--- src/rtl/iep_pkg.sv ---
// Package of register indices, field positions, reset values and source ids
package iep_pkg;
    // Register indices; byte address on APB is four times the index
    localparam logic [7:0] IDX_TRIG_CTRL     = 8'h88;
    localparam logic [7:0] IDX_AUX_FLAGS     = 8'h95;
    localparam logic [7:0] IDX_LEGACY_EN     = 8'ha8;
    localparam logic [7:0] IDX_PERIPH_EN     = 8'ha9;
    localparam logic [7:0] IDX_LEG_PRIO_LO   = 8'hb8;
    localparam logic [7:0] IDX_LEG_PRIO_HI   = 8'hb9;
    localparam logic [7:0] IDX_EXT_PRIO_LO   = 8'hba;
    localparam logic [7:0] IDX_EXT_PRIO_HI   = 8'hbb;
    localparam logic [7:0] IDX_EVT_STATUS    = 8'hc0;
    localparam logic [7:0] IDX_EVT_MASK      = 8'hc1;
    localparam logic [7:0] IDX_CORE_STATE    = 8'hc2;

    // Reset values
    localparam logic [7:0] RST_ENABLE        = 8'h00;
    localparam logic [7:0] RST_PRIO          = 8'h00;
    localparam logic [7:0] RST_TRIG          = 8'h00;
    localparam logic [4:0] RST_EVT           = 5'h00;

    // Legacy enable register fields
    localparam int GATE_BIT                  = 7;
    localparam int LEGACY_W                  = 6;
    // Trigger control register fields
    localparam int TRIG_SEL_A_BIT            = 0;
    localparam int FLAG_A_BIT                = 1;
    localparam int TRIG_SEL_B_BIT            = 2;
    localparam int FLAG_B_BIT                = 3;
    // Auxiliary flag register fields
    localparam int AUX_P1_BIT                = 1;
    localparam int AUX_C_BIT                 = 2;
    // Event status fields
    localparam int EVT_A                     = 0;
    localparam int EVT_B                     = 1;
    localparam int EVT_C                     = 2;
    localparam int EVT_P1                    = 3;
    localparam int EVT_WAKE                  = 4;
    localparam int EVT_W                     = 5;

    // Source ids; a lower id wins a tie at equal level
    localparam int NUM_SRC                   = 14;
    localparam logic [3:0] SRC_EXT_A         = 4'h0;
    localparam logic [3:0] SRC_EXT_B         = 4'h2;
    localparam logic [3:0] SRC_PORT_ONE      = 4'h7;
    localparam logic [3:0] SRC_EXT_C         = 4'h8;
    localparam int LEVELS                    = 4;
endpackage

--- src/rtl/iep_irq_ctrl.sv ---
// Interrupt enable, priority and pin trigger controller with APB registers
`timescale 1ns/1ps
module iep_irq_ctrl #(
    parameter int P1_W = 8
) (
    input  wire logic            mclk,
    input  wire logic            reset,
    // APB slave
    input  wire logic            psel,
    input  wire logic            penable,
    input  wire logic            pwrite,
    input  wire logic [11:0]     paddr,
    input  wire logic [31:0]     pwdata,
    output logic      [31:0]     prdata,
    output logic                 pready,
    output logic                 pslverr,
    // Pins
    input  wire logic            ext_pin_a,
    input  wire logic            ext_pin_b,
    input  wire logic            ext_pin_c,
    input  wire logic [P1_W-1:0] port_one,
    // Peripheral requests
    input  wire logic            timer0_req,
    input  wire logic            timer1_req,
    input  wire logic            serial_req,
    input  wire logic            timer2_req,
    input  wire logic            timer3_req,
    input  wire logic            adc_req,
    input  wire logic            twi_req,
    input  wire logic            pulse_gen_detect_req,
    input  wire logic            comparator_req,
    input  wire logic            pulse_width_req,
    // CPU core side
    output logic                 cpu_irq_req,
    output logic      [3:0]      cpu_irq_id,
    output logic      [1:0]      cpu_irq_level,
    input  wire logic            cpu_irq_ack,
    input  wire logic            cpu_irq_return,
    output logic                 stop_wake,
    output logic                 irq
);
    localparam int N = iep_pkg::NUM_SRC;

    logic [7:0]            legacy_en_q;
    logic [7:0]            peripheral_irq_enable_q;
    logic [7:0]            legacy_priority_low_q;
    logic [7:0]            legacy_priority_high_q;
    logic [7:0]            extended_priority_low_q;
    logic [7:0]            extended_priority_high_q;
    logic                  ext_pin_a_trigger_sel_q;
    logic                  ext_pin_b_trigger_sel_q;
    logic [4:0]            evt_status_q;
    logic [4:0]            evt_status_d;
    logic [4:0]            evt_mask_q;
    logic [3:0]            active_q;
    logic [3:0]            active_d;
    logic                  wake_q;
    logic                  cpu_req_q;
    logic [3:0]            cpu_id_q;
    logic [1:0]            cpu_lvl_q;

    logic [7:0]            reg_idx;
    logic                  addr_ok;
    logic                  wr_en;
    logic                  rd_en;
    logic                  hit_trig;
    logic                  hit_aux;
    logic                  hit_leg_en;
    logic                  hit_per_en;
    logic                  hit_lp_lo;
    logic                  hit_lp_hi;
    logic                  hit_ep_lo;
    logic                  hit_ep_hi;
    logic                  hit_status;
    logic                  hit_mask;
    logic                  hit_state;
    logic [7:0]            rd_byte;

    logic [3:0]            flag_q;
    logic [3:0]            flag_set;
    logic [3:0]            flag_clr;
    logic [3:0]            ack_clr;
    logic [3:0]            sw_clr;
    logic                  req_a;
    logic                  req_b;
    logic [N-1:0]          src_req;
    logic [N-1:0]          src_en;
    logic [N-1:0]          gated_req;
    logic [N-1:0]          prio_hi;
    logic [N-1:0]          prio_lo;
    logic                  win_valid;
    logic [3:0]            win_id;
    logic [1:0]            win_level;
    logic                  wake_now;
    logic                  gate;
    logic [4:0]            evt_in;

    // APB decode; zero-wait slave, unmapped index answers with an error
    assign reg_idx    = paddr[9:2];
    assign hit_trig   = reg_idx == iep_pkg::IDX_TRIG_CTRL;
    assign hit_aux    = reg_idx == iep_pkg::IDX_AUX_FLAGS;
    assign hit_leg_en = reg_idx == iep_pkg::IDX_LEGACY_EN;
    assign hit_per_en = reg_idx == iep_pkg::IDX_PERIPH_EN;
    assign hit_lp_lo  = reg_idx == iep_pkg::IDX_LEG_PRIO_LO;
    assign hit_lp_hi  = reg_idx == iep_pkg::IDX_LEG_PRIO_HI;
    assign hit_ep_lo  = reg_idx == iep_pkg::IDX_EXT_PRIO_LO;
    assign hit_ep_hi  = reg_idx == iep_pkg::IDX_EXT_PRIO_HI;
    assign hit_status = reg_idx == iep_pkg::IDX_EVT_STATUS;
    assign hit_mask   = reg_idx == iep_pkg::IDX_EVT_MASK;
    assign hit_state  = reg_idx == iep_pkg::IDX_CORE_STATE;
    assign addr_ok    = (paddr[11:10] == 2'h0) & (paddr[1:0] == 2'h0) &
                        (hit_trig | hit_aux | hit_leg_en | hit_per_en | hit_lp_lo | hit_lp_hi |
                         hit_ep_lo | hit_ep_hi | hit_status | hit_mask | hit_state);
    assign pready     = 1'b1;
    assign pslverr    = psel & penable & ~addr_ok;
    assign wr_en      = psel & penable & pwrite & addr_ok;
    assign rd_en      = psel & ~penable & ~pwrite & addr_ok;

    // Read view; unused bits read zero
    assign rd_byte =
        hit_trig   ? {4'h0, flag_q[1], ext_pin_b_trigger_sel_q, flag_q[0], ext_pin_a_trigger_sel_q} :
        hit_aux    ? {5'h00, flag_q[2], flag_q[3], 1'b0} :
        hit_leg_en ? {legacy_en_q[7], 1'b0, legacy_en_q[5:0]} :
        hit_per_en ? peripheral_irq_enable_q :
        hit_lp_lo  ? {2'h0, legacy_priority_low_q[5:0]} :
        hit_lp_hi  ? {2'h0, legacy_priority_high_q[5:0]} :
        hit_ep_lo  ? extended_priority_low_q :
        hit_ep_hi  ? extended_priority_high_q :
        hit_status ? {3'h0, evt_status_q} :
        hit_mask   ? {3'h0, evt_mask_q} :
        hit_state  ? {1'b0, wake_q, cpu_lvl_q, active_q} : 8'h00;

    // Read data is captured in the setup cycle so it stands through the access phase
    always_ff @(posedge mclk) begin
        if (reset) begin
            prdata <= 32'h0000_0000;
        end else if (rd_en) begin
            prdata <= {24'h00_0000, rd_byte};
        end
    end

    // Enable and priority registers, all cleared by reset
    always_ff @(posedge mclk) begin
        if (reset) begin
            legacy_en_q              <= iep_pkg::RST_ENABLE;
            peripheral_irq_enable_q  <= iep_pkg::RST_ENABLE;
            legacy_priority_low_q    <= iep_pkg::RST_PRIO;
            legacy_priority_high_q   <= iep_pkg::RST_PRIO;
            extended_priority_low_q  <= iep_pkg::RST_PRIO;
            extended_priority_high_q <= iep_pkg::RST_PRIO;
        end else if (wr_en) begin
            if (hit_leg_en) begin
                legacy_en_q <= {pwdata[7], 1'b0, pwdata[5:0]};
            end
            if (hit_per_en) begin
                peripheral_irq_enable_q <= pwdata[7:0];
            end
            if (hit_lp_lo) begin
                legacy_priority_low_q <= {2'h0, pwdata[5:0]};
            end
            if (hit_lp_hi) begin
                legacy_priority_high_q <= {2'h0, pwdata[5:0]};
            end
            if (hit_ep_lo) begin
                extended_priority_low_q <= pwdata[7:0];
            end
            if (hit_ep_hi) begin
                extended_priority_high_q <= pwdata[7:0];
            end
        end
    end

    always_ff @(posedge mclk) begin
        if (reset) begin
            ext_pin_a_trigger_sel_q <= iep_pkg::RST_TRIG[iep_pkg::TRIG_SEL_A_BIT];
            ext_pin_b_trigger_sel_q <= iep_pkg::RST_TRIG[iep_pkg::TRIG_SEL_B_BIT];
        end else if (wr_en & hit_trig) begin
            ext_pin_a_trigger_sel_q <= pwdata[iep_pkg::TRIG_SEL_A_BIT];
            ext_pin_b_trigger_sel_q <= pwdata[iep_pkg::TRIG_SEL_B_BIT];
        end
    end

    // Flag clears: service entry, or software writing zero to a flag bit
    assign ack_clr[0] = cpu_irq_ack & (cpu_id_q == iep_pkg::SRC_EXT_A);
    assign ack_clr[1] = cpu_irq_ack & (cpu_id_q == iep_pkg::SRC_EXT_B);
    assign ack_clr[2] = cpu_irq_ack & (cpu_id_q == iep_pkg::SRC_EXT_C);
    assign ack_clr[3] = cpu_irq_ack & (cpu_id_q == iep_pkg::SRC_PORT_ONE);
    assign sw_clr[0]  = wr_en & hit_trig & ~pwdata[iep_pkg::FLAG_A_BIT];
    assign sw_clr[1]  = wr_en & hit_trig & ~pwdata[iep_pkg::FLAG_B_BIT];
    assign sw_clr[2]  = wr_en & hit_aux & ~pwdata[iep_pkg::AUX_C_BIT];
    assign sw_clr[3]  = wr_en & hit_aux & ~pwdata[iep_pkg::AUX_P1_BIT];
    assign flag_clr   = ack_clr | sw_clr;

    // Pin a, b, c and port-one change sources
    iep_pin_trigger #(
        .P1_W (P1_W)
    ) u_pins (
        .mclk                  (mclk),
        .reset                 (reset),
        .ext_pin_a             (ext_pin_a),
        .ext_pin_b             (ext_pin_b),
        .ext_pin_c             (ext_pin_c),
        .port_one              (port_one),
        .ext_pin_a_trigger_sel (ext_pin_a_trigger_sel_q),
        .ext_pin_b_trigger_sel (ext_pin_b_trigger_sel_q),
        .flag_clr              (flag_clr),
        .flag_q                (flag_q),
        .flag_set              (flag_set),
        .req_a                 (req_a),
        .req_b                 (req_b)
    );

    // Source vector: legacy ids 0..5, extended ids 6..13 in register bit order
    assign src_req = {pulse_width_req, comparator_req, pulse_gen_detect_req, twi_req, adc_req,
                      flag_q[2], flag_q[3], timer3_req,
                      timer2_req, serial_req, timer1_req, req_b, timer0_req, req_a};
    assign gate      = legacy_en_q[iep_pkg::GATE_BIT];
    assign src_en    = {peripheral_irq_enable_q, legacy_en_q[iep_pkg::LEGACY_W-1:0]};
    assign gated_req = src_req & src_en & {N{gate}};
    assign prio_hi   = {extended_priority_high_q, legacy_priority_high_q[iep_pkg::LEGACY_W-1:0]};
    assign prio_lo   = {extended_priority_low_q, legacy_priority_low_q[iep_pkg::LEGACY_W-1:0]};

    iep_prio_arbiter #(
        .N (N)
    ) u_arb (
        .req           (gated_req),
        .prio_hi       (prio_hi),
        .prio_lo       (prio_lo),
        .active_levels (active_q),
        .win_valid     (win_valid),
        .win_id        (win_id),
        .win_level     (win_level)
    );

    // Request to the core is registered; ack enters a level, return leaves the top one
    always_comb begin
        active_d = active_q;
        if (cpu_irq_return) begin
            if (active_q[3]) begin
                active_d[3] = 1'b0;
            end else if (active_q[2]) begin
                active_d[2] = 1'b0;
            end else if (active_q[1]) begin
                active_d[1] = 1'b0;
            end else begin
                active_d[0] = 1'b0;
            end
        end
        if (cpu_irq_ack & cpu_req_q) begin
            active_d[cpu_lvl_q] = 1'b1;
        end
    end

    always_ff @(posedge mclk) begin
        if (reset) begin
            active_q  <= 4'h0;
            cpu_req_q <= 1'b0;
            cpu_id_q  <= 4'h0;
            cpu_lvl_q <= 2'h0;
        end else begin
            active_q  <= active_d;
            cpu_req_q <= win_valid & ~cpu_irq_ack;
            cpu_id_q  <= win_id;
            cpu_lvl_q <= win_level;
        end
    end

    assign cpu_irq_req   = cpu_req_q;
    assign cpu_irq_id    = cpu_id_q;
    assign cpu_irq_level = cpu_lvl_q;

    // Stop wake: any enabled pin source, gate not needed
    assign wake_now = (legacy_en_q[0] & (~ext_pin_a | flag_q[0])) |
                      (legacy_en_q[2] & (~ext_pin_b | flag_q[1])) |
                      (peripheral_irq_enable_q[2] & (~ext_pin_c | flag_q[2])) |
                      (peripheral_irq_enable_q[1] & flag_q[3]);

    always_ff @(posedge mclk) begin
        if (reset) begin
            wake_q <= 1'b0;
        end else begin
            wake_q <= wake_now;
        end
    end

    assign stop_wake = wake_q;

    // Sticky event status, write one to clear, set wins
    assign evt_in = {wake_now & ~wake_q, flag_set};

    always_comb begin
        evt_status_d = evt_status_q;
        if (wr_en & hit_status) begin
            evt_status_d = evt_status_q & ~pwdata[iep_pkg::EVT_W-1:0];
        end
        evt_status_d = evt_status_d | evt_in;
    end

    always_ff @(posedge mclk) begin
        if (reset) begin
            evt_status_q <= iep_pkg::RST_EVT;
            evt_mask_q   <= iep_pkg::RST_EVT;
        end else begin
            evt_status_q <= evt_status_d;
            if (wr_en & hit_mask) begin
                evt_mask_q <= pwdata[iep_pkg::EVT_W-1:0];
            end
        end
    end

    assign irq = |(evt_status_q & evt_mask_q);
endmodule

--- src/rtl/iep_pin_trigger.sv ---
// Pin edge, level and port-one change detection with sticky edge flags
`timescale 1ns/1ps
module iep_pin_trigger #(
    parameter int P1_W = 8
) (
    input  wire logic            mclk,
    input  wire logic            reset,
    input  wire logic            ext_pin_a,
    input  wire logic            ext_pin_b,
    input  wire logic            ext_pin_c,
    input  wire logic [P1_W-1:0] port_one,
    input  wire logic            ext_pin_a_trigger_sel,
    input  wire logic            ext_pin_b_trigger_sel,
    input  wire logic [3:0]      flag_clr,
    output logic      [3:0]      flag_q,
    output logic      [3:0]      flag_set,
    output logic                 req_a,
    output logic                 req_b
);
    logic [2:0]      pin_prev_q;
    logic [P1_W-1:0] p1_prev_q;
    logic            primed_q;
    logic [2:0]      pin_now;

    assign pin_now     = {ext_pin_c, ext_pin_b, ext_pin_a};
    // Falling edge on each pin, any change on port one
    assign flag_set[0] = primed_q & pin_prev_q[0] & ~pin_now[0];
    assign flag_set[1] = primed_q & pin_prev_q[1] & ~pin_now[1];
    assign flag_set[2] = primed_q & pin_prev_q[2] & ~pin_now[2];
    assign flag_set[3] = primed_q & (|(p1_prev_q ^ port_one));
    // Select 1 uses the edge flag, 0 the low level
    assign req_a       = ext_pin_a_trigger_sel ? flag_q[0] : ~ext_pin_a;
    assign req_b       = ext_pin_b_trigger_sel ? flag_q[1] : ~ext_pin_b;

    always_ff @(posedge mclk) begin
        if (reset) begin
            pin_prev_q <= 3'h7;
            p1_prev_q  <= '0;
            primed_q   <= 1'b0;
        end else begin
            pin_prev_q <= pin_now;
            p1_prev_q  <= port_one;
            primed_q   <= 1'b1;
        end
    end

    // Set wins over clear; flags set whatever the enables say
    genvar i;
    generate
        for (i = 0; i < 4; i++) begin : g_flag
            always_ff @(posedge mclk) begin
                if (reset) begin
                    flag_q[i] <= 1'b0;
                end else if (flag_set[i]) begin
                    flag_q[i] <= 1'b1;
                end else if (flag_clr[i]) begin
                    flag_q[i] <= 1'b0;
                end
            end
        end
    endgenerate
endmodule

--- src/rtl/iep_prio_arbiter.sv ---
// Four-level priority selection with fixed tie order and preemption check
`timescale 1ns/1ps
module iep_prio_arbiter #(
    parameter int N = 14
) (
    input  wire logic [N-1:0] req,
    input  wire logic [N-1:0] prio_hi,
    input  wire logic [N-1:0] prio_lo,
    input  wire logic [3:0]   active_levels,
    output logic              win_valid,
    output logic [3:0]        win_id,
    output logic [1:0]        win_level
);
    logic [3:0]   lvl_any;
    logic [N-1:0] lvl_req [4];
    logic [1:0]   top_lvl;
    logic [N-1:0] top_req;
    logic         run_valid;
    logic [1:0]   run_lvl;

    // Level of each source is the high/low bit pair
    genvar l;
    generate
        for (l = 0; l < 4; l++) begin : g_lvl
            localparam logic [1:0] LV = 2'(l);
            assign lvl_req[l] = req & ({N{LV[1]}} ~^ prio_hi) & ({N{LV[0]}} ~^ prio_lo);
            assign lvl_any[l] = |lvl_req[l];
        end
    endgenerate

    assign top_lvl   = lvl_any[3] ? 2'h3 : lvl_any[2] ? 2'h2 : lvl_any[1] ? 2'h1 : 2'h0;
    assign top_req   = lvl_req[top_lvl];
    assign run_valid = |active_levels;
    assign run_lvl   = active_levels[3] ? 2'h3 : active_levels[2] ? 2'h2 :
                       active_levels[1] ? 2'h1 : 2'h0;
    // Higher level is served and preempts only a lower running level
    assign win_valid = (|lvl_any) & (~run_valid | (top_lvl > run_lvl));
    assign win_level = top_lvl;

    // Lowest id wins among equals
    always_comb begin
        win_id = 4'h0;
        for (int i = N - 1; i >= 0; i--) begin
            if (top_req[i]) begin
                win_id = 4'(i);
            end
        end
    end
endmodule

--- config.mk ---
export PLATFORM = sky130hd
export DESIGN_NAME = iep_irq_ctrl
export DESIGN_NICKNAME = d
export VERILOG_FILES = /design/src/rtl/iep_pkg.sv /design/src/rtl/iep_irq_ctrl.sv /design/src/rtl/iep_pin_trigger.sv /design/src/rtl/iep_prio_arbiter.sv
export SDC_FILE = /design/constraint.sdc
export NUM_CORES = 1
export LEC_CHECK = 0
export ABC_AREA = 1
export BUFFER_PORTS_ARGS = -buffer_cell sky130_fd_sc_hd__clkbuf_2
export CAP_MARGIN = 10
export CORE_UTILIZATION = 38
export DETAILED_ROUTE_END_ITERATION = 8
export PLACE_DENSITY = 0.65
export SLEW_MARGIN = 20
export SYNTH_ARGS = -nofsm -noshare
export SYNTH_HDL_FRONTEND = slang
export SYNTH_SLANG_ARGS = --single-unit
--- constraint.sdc ---
create_clock -name mclk -period 2.56 [get_ports mclk]
set_input_delay 0.384 -clock mclk [delete_from_list [all_inputs] [get_ports mclk]]
set_output_delay 0.384 -clock mclk [all_outputs]
set_load 0.02 [all_outputs]
==> results.md <==
* Final Hold Vio Count at 0
* Worst-Skew Late Latency at around 0.35 ns
* #FFs+latches synth at around 90
* CTS root buf: clkbuf_16
* Total grt overflow at 0
* Clock Pin Slew Worst Setup and Hold Paths at 0.07 ns
* VDD IR-drop max at between 0.0004 and 0.0005 V
* GP Congestion at roughly 0.95
* Maximum buffer depth of the clock tree at 2
* Start point of the worst hold path: port_one[3]
* Initial antenna violation count at 0
* # setup viols final at 0
* Setup slack, reg-to-reg at 0.02 ns
* Layout cells sized above 1 at 0.264
* Clk sink count at between 90 and 100
* Routed Antenna Nets at 0
* Maxcap violations at 0
* Max-slew violations at 0
* DR vias/cell at a little over 5
* DIE HEIGHT at roughly 120 um
* Setup crit start kind: flip-flop
* Final Util at 0.486
* Core area at about 0.015 sq mm
* CTS tree: done
* First-pass GRT wire length at about 29,000 um
* # fillers at between 1,000 and 1,500
* Starting Density at 0.389
* Outcome: complete, no violations
* Core Rows at 44
* Detailed Route WL at approximately 18,000 um
* Vias in the first global route at between 5,000 and 6,000
* 1st-pass router iterations at 6
* Nets at between 1,000 and 1,500
* IO Count at approximately 120
* Global-route usage over all layers at 0.251
* Syn_area_per_cell at about 6.7 sq um
* Sequential share of the synthesized area at 0.322
* Worst-path fanout max at 7
* Die area at 0.0154 sq mm
* FFs w/ async S/R, synth at 0
* Largest net degree at the start of global routing at 33
* DIE WIDTH at about 120 um
* Synthesized instance count at approximately 850
* Post-DP HPWL at 14,000 um
* Slew @ Worst Pin at 0.517 ns
* Sum Neg Setup Slack at 0 ns
* Minimum clock period at ~2.5 ns
* CP arrival at 2.83 ns
* Required time worst endpoint at ~2.8 ns
* Worst Reg-to-Reg Cells at 26
* Min-Delay Endpoint: u_pins.p1_prev_q[3]
* Power per standard cell area at between 400 and 500 mW/mm^2
* Via count at ~5,900
* Synth-to-layout area growth at 24.9%
* Nature of the critical path endpoint: flip-flop
* Max-slew headroom at 0.646
* Hold crit path type: in2reg
* RR Startpoint: legacy_en_q[7]
* Pleak at roughly 3.2 nW
* TritonCTS Buffers at 9
* Synth Warn # at 0
* Port Buffers at 65
* Final Cycle Share at 0.993
* Skew final at about 0.0060 ns
* Primary FF master, synth: dfxtp_1
* CP startpoint: legacy_en_q[7]
* Hold Path Depth at 3
* Post-synth EDFFs at 0
* CP Class: reg2reg
* Post-DR wirelength/cell at roughly 16 um
* RSZ-0062 raised after global routing: true
* Maximum clock frequency at between 300 and 400 MHz
* # DRC at 0
* Placed cell areas at around 0.0065 sq mm
* Post-Syn Area at ~0.0057 sq mm
* Diode count at 0
* Final Cell Area at 0.00706 sq mm
* Netlist cell types at 53
* H-tree depth at 3
* FF-to-FF End: cpu_irq_id[0]
* Detailed router's first-iteration violation count at 540
-- worst max path at each step --
stage	to	cells past startpoint
after floorplan	peripheral_irq_enable_q[5]	17
after global placement	cpu_irq_id[3]	19
after detailed placement	cpu_irq_id[0]	22
after CTS	cpu_irq_id[0]	26
after global routing	cpu_irq_id[0]	25
final	cpu_irq_id[0]	26
-- cells by family (layout without fill, tap and decap cells) --
kind of cell             Yosys count  in the layout  share of synthesized area
AND/OR/NAND/NOR                  414            414                      0.336
flip-flops                        91             91                      0.322
AO/OA/AOI/OAI                    159            159                      0.188
buffers and inverters            171            273                      0.138
adder cells (fa/ha/maj)            2              2                    0.00442
XOR/XNOR                           6              6                    0.00929
other                              2             25                    0.00133
-- cells in the mapped netlist, types with 2 or more instances --
cell / count / area share
nand2_1: 158 / 0.10
nor2_1: 133 / 0.088
inv_1: 105 / 0.070
dfxtp_1: 91 / 0.32
nand3_1: 59 / 0.052
o21ai_0: 44 / 0.039
a21oi_1: 37 / 0.033
buf_4: 27 / 0.036
a211oi_1: 26 / 0.035
inv_2: 15 / 0.010
nor2_2: 14 / 0.015
a211oi_2: 12 / 0.027
clkbuf_1: 11 / 0.0073
nand4_1: 10 / 0.011
o211ai_1: 9 / 0.012
o2111ai_1: 8 / 0.012
nand3_2: 7 / 0.012
xnor2_1: 6 / 0.0093
a31oi_1: 5 / 0.0055
nor4_1: 5 / 0.0055
a221oi_1: 4 / 0.0062
buf_1: 4 / 0.0027
buf_2: 4 / 0.0035
nand2_2: 4 / 0.0044
nand2_4: 4 / 0.0080
nor3_1: 4 / 0.0035
buf_6: 3 / 0.0060
nor3_2: 3 / 0.0053
or2_2: 3 / 0.0033
conb_1: 2 / 0.0013
ha_1: 2 / 0.0044
nor2_4: 2 / 0.0040
o21ai_1: 2 / 0.0018
o221ai_1: 2 / 0.0031
o22ai_1: 2 / 0.0022
-- cells in the final DEF, fill, tap and decap left out, drive strengths merged --
cell        n
a221oi      4
nand2     166
nor4        5
a2111oi     1
inv       120
o21ai      46
ha          2
xnor2       6
a21oi      38
nand3      67
o211ai      9
o221ai      2
and2        1
o32ai       1
o211a       1
a211oi     38
bufinv      2
and3        1
a21boi      2
or3b        1
nor3        7
buf        71
nor2      150
conb       25
clkbuf     75
dfxtp      91
a32o        1
clkinv      3
o2111ai     8
a31oi       5
clkinvlp    2
o22ai       2
nand4      12
or2         3
nor3b       1
o41ai       1
-- critical path, cell delays in order (launching register included) --
cell	delay, ns
dfxtp_4	0.36
buf_8	0.15
nand3_4	0.08
nor2_2	0.05
buf_4	0.14
nand2_2	0.06
nand2_2	0.06
nor2_4	0.14
nand3_4	0.11
nor2_8	0.14
nand2_4	0.07
nand2_4	0.09
buf_6	0.11
nand3_2	0.06
nand3_2	0.09
nand2_2	0.06
nand2_1	0.06
nand2_1	0.05
nand2_1	0.06
nand2_1	0.05
nand2_1	0.07
nand2_1	0.05
nand2_1	0.08
nand2_2	0.06
nand2_2	0.05
nand2_2	0.05
a21oi_2	0.13
-- metal layers --
metal  part of all wire  GRT usage
met4              0.030      0.113
met2               0.45      0.393
met3              0.072     0.0435
met1               0.45      0.335
met5                  0          0
-- report_power, final --
part	internal (mW)	switching [mW]
Clock	0.881	0.571
Sequential	1.43	0.0111
Combinational	0.0620	0.149
-- cell type report --
| type | count | area, sq um | area share |
|---|---|---|---|
| clock buffers | 10 | 239 | 0.0338 |
| clock inverters | 6 | 88.8 | 0.0126 |
| inverters | 121 | 460 | 0.0652 |
| multi-input cells | 606 | 3310 | 0.469 |
| flip-flops and latches | 91 | 1830 | 0.258 |
| well taps | 184 | 230 | 0.0326 |
| repair buffers | 136 | 908 | 0.129 |
-- registers in the layout (all words and copies together), names as in the netlist --
register / count
legacy_priority_high_q: 6
ext_pin_b_trigger_sel_q: 1
peripheral_irq_enable_q: 8
prdata: 8
extended_priority_low_q: 8
active_q: 4
extended_priority_high_q: 8
u_pins.flag_q: 4
u_pins.p1_prev_q: 8
ext_pin_a_trigger_sel_q: 1
cpu_irq_level: 2
legacy_priority_low_q: 6
evt_mask_q: 5
u_pins.primed_q: 1
cpu_irq_req: 1
stop_wake: 1
evt_status_q: 5
u_pins.pin_prev_q: 3
cpu_irq_id: 4
legacy_en_q: 7
-- what timing repair did --
| item | 4_1_cts | 5_1_grt |
|---|---|---|
| hold buffers | 0 | 0 |
| resized for setup | 9 | 47 |
| setup endpoints to repair | 4 | 5 |
| setup buffers | 1 | 4 |
| pin swaps | 3 | 23 |
-- metrics by stage --
| stage | worst slack [ns] | hold WS [ns] | power [mW] | cells |
|---|---|---|---|---|
| 2_1_floorplan | 0.327 | 0.454 | 1.62 | 868 |
| 3_3_place_gp | -0.0671 | 0.458 | 1.68 | 1133 |
| 3_5_place_dp | -0.0469 | 0.459 | 1.68 | 1133 |
| 4_1_cts | 0.000933 | 0.232 | 3.13 | 1150 |
| 5_1_grt | -0.214 | 0.258 | 3.20 | 1154 |
| 6_report | 0.0168 | 0.239 | 3.11 | 1154 |
Note: power is estimated with default switching activity, not from simulation.
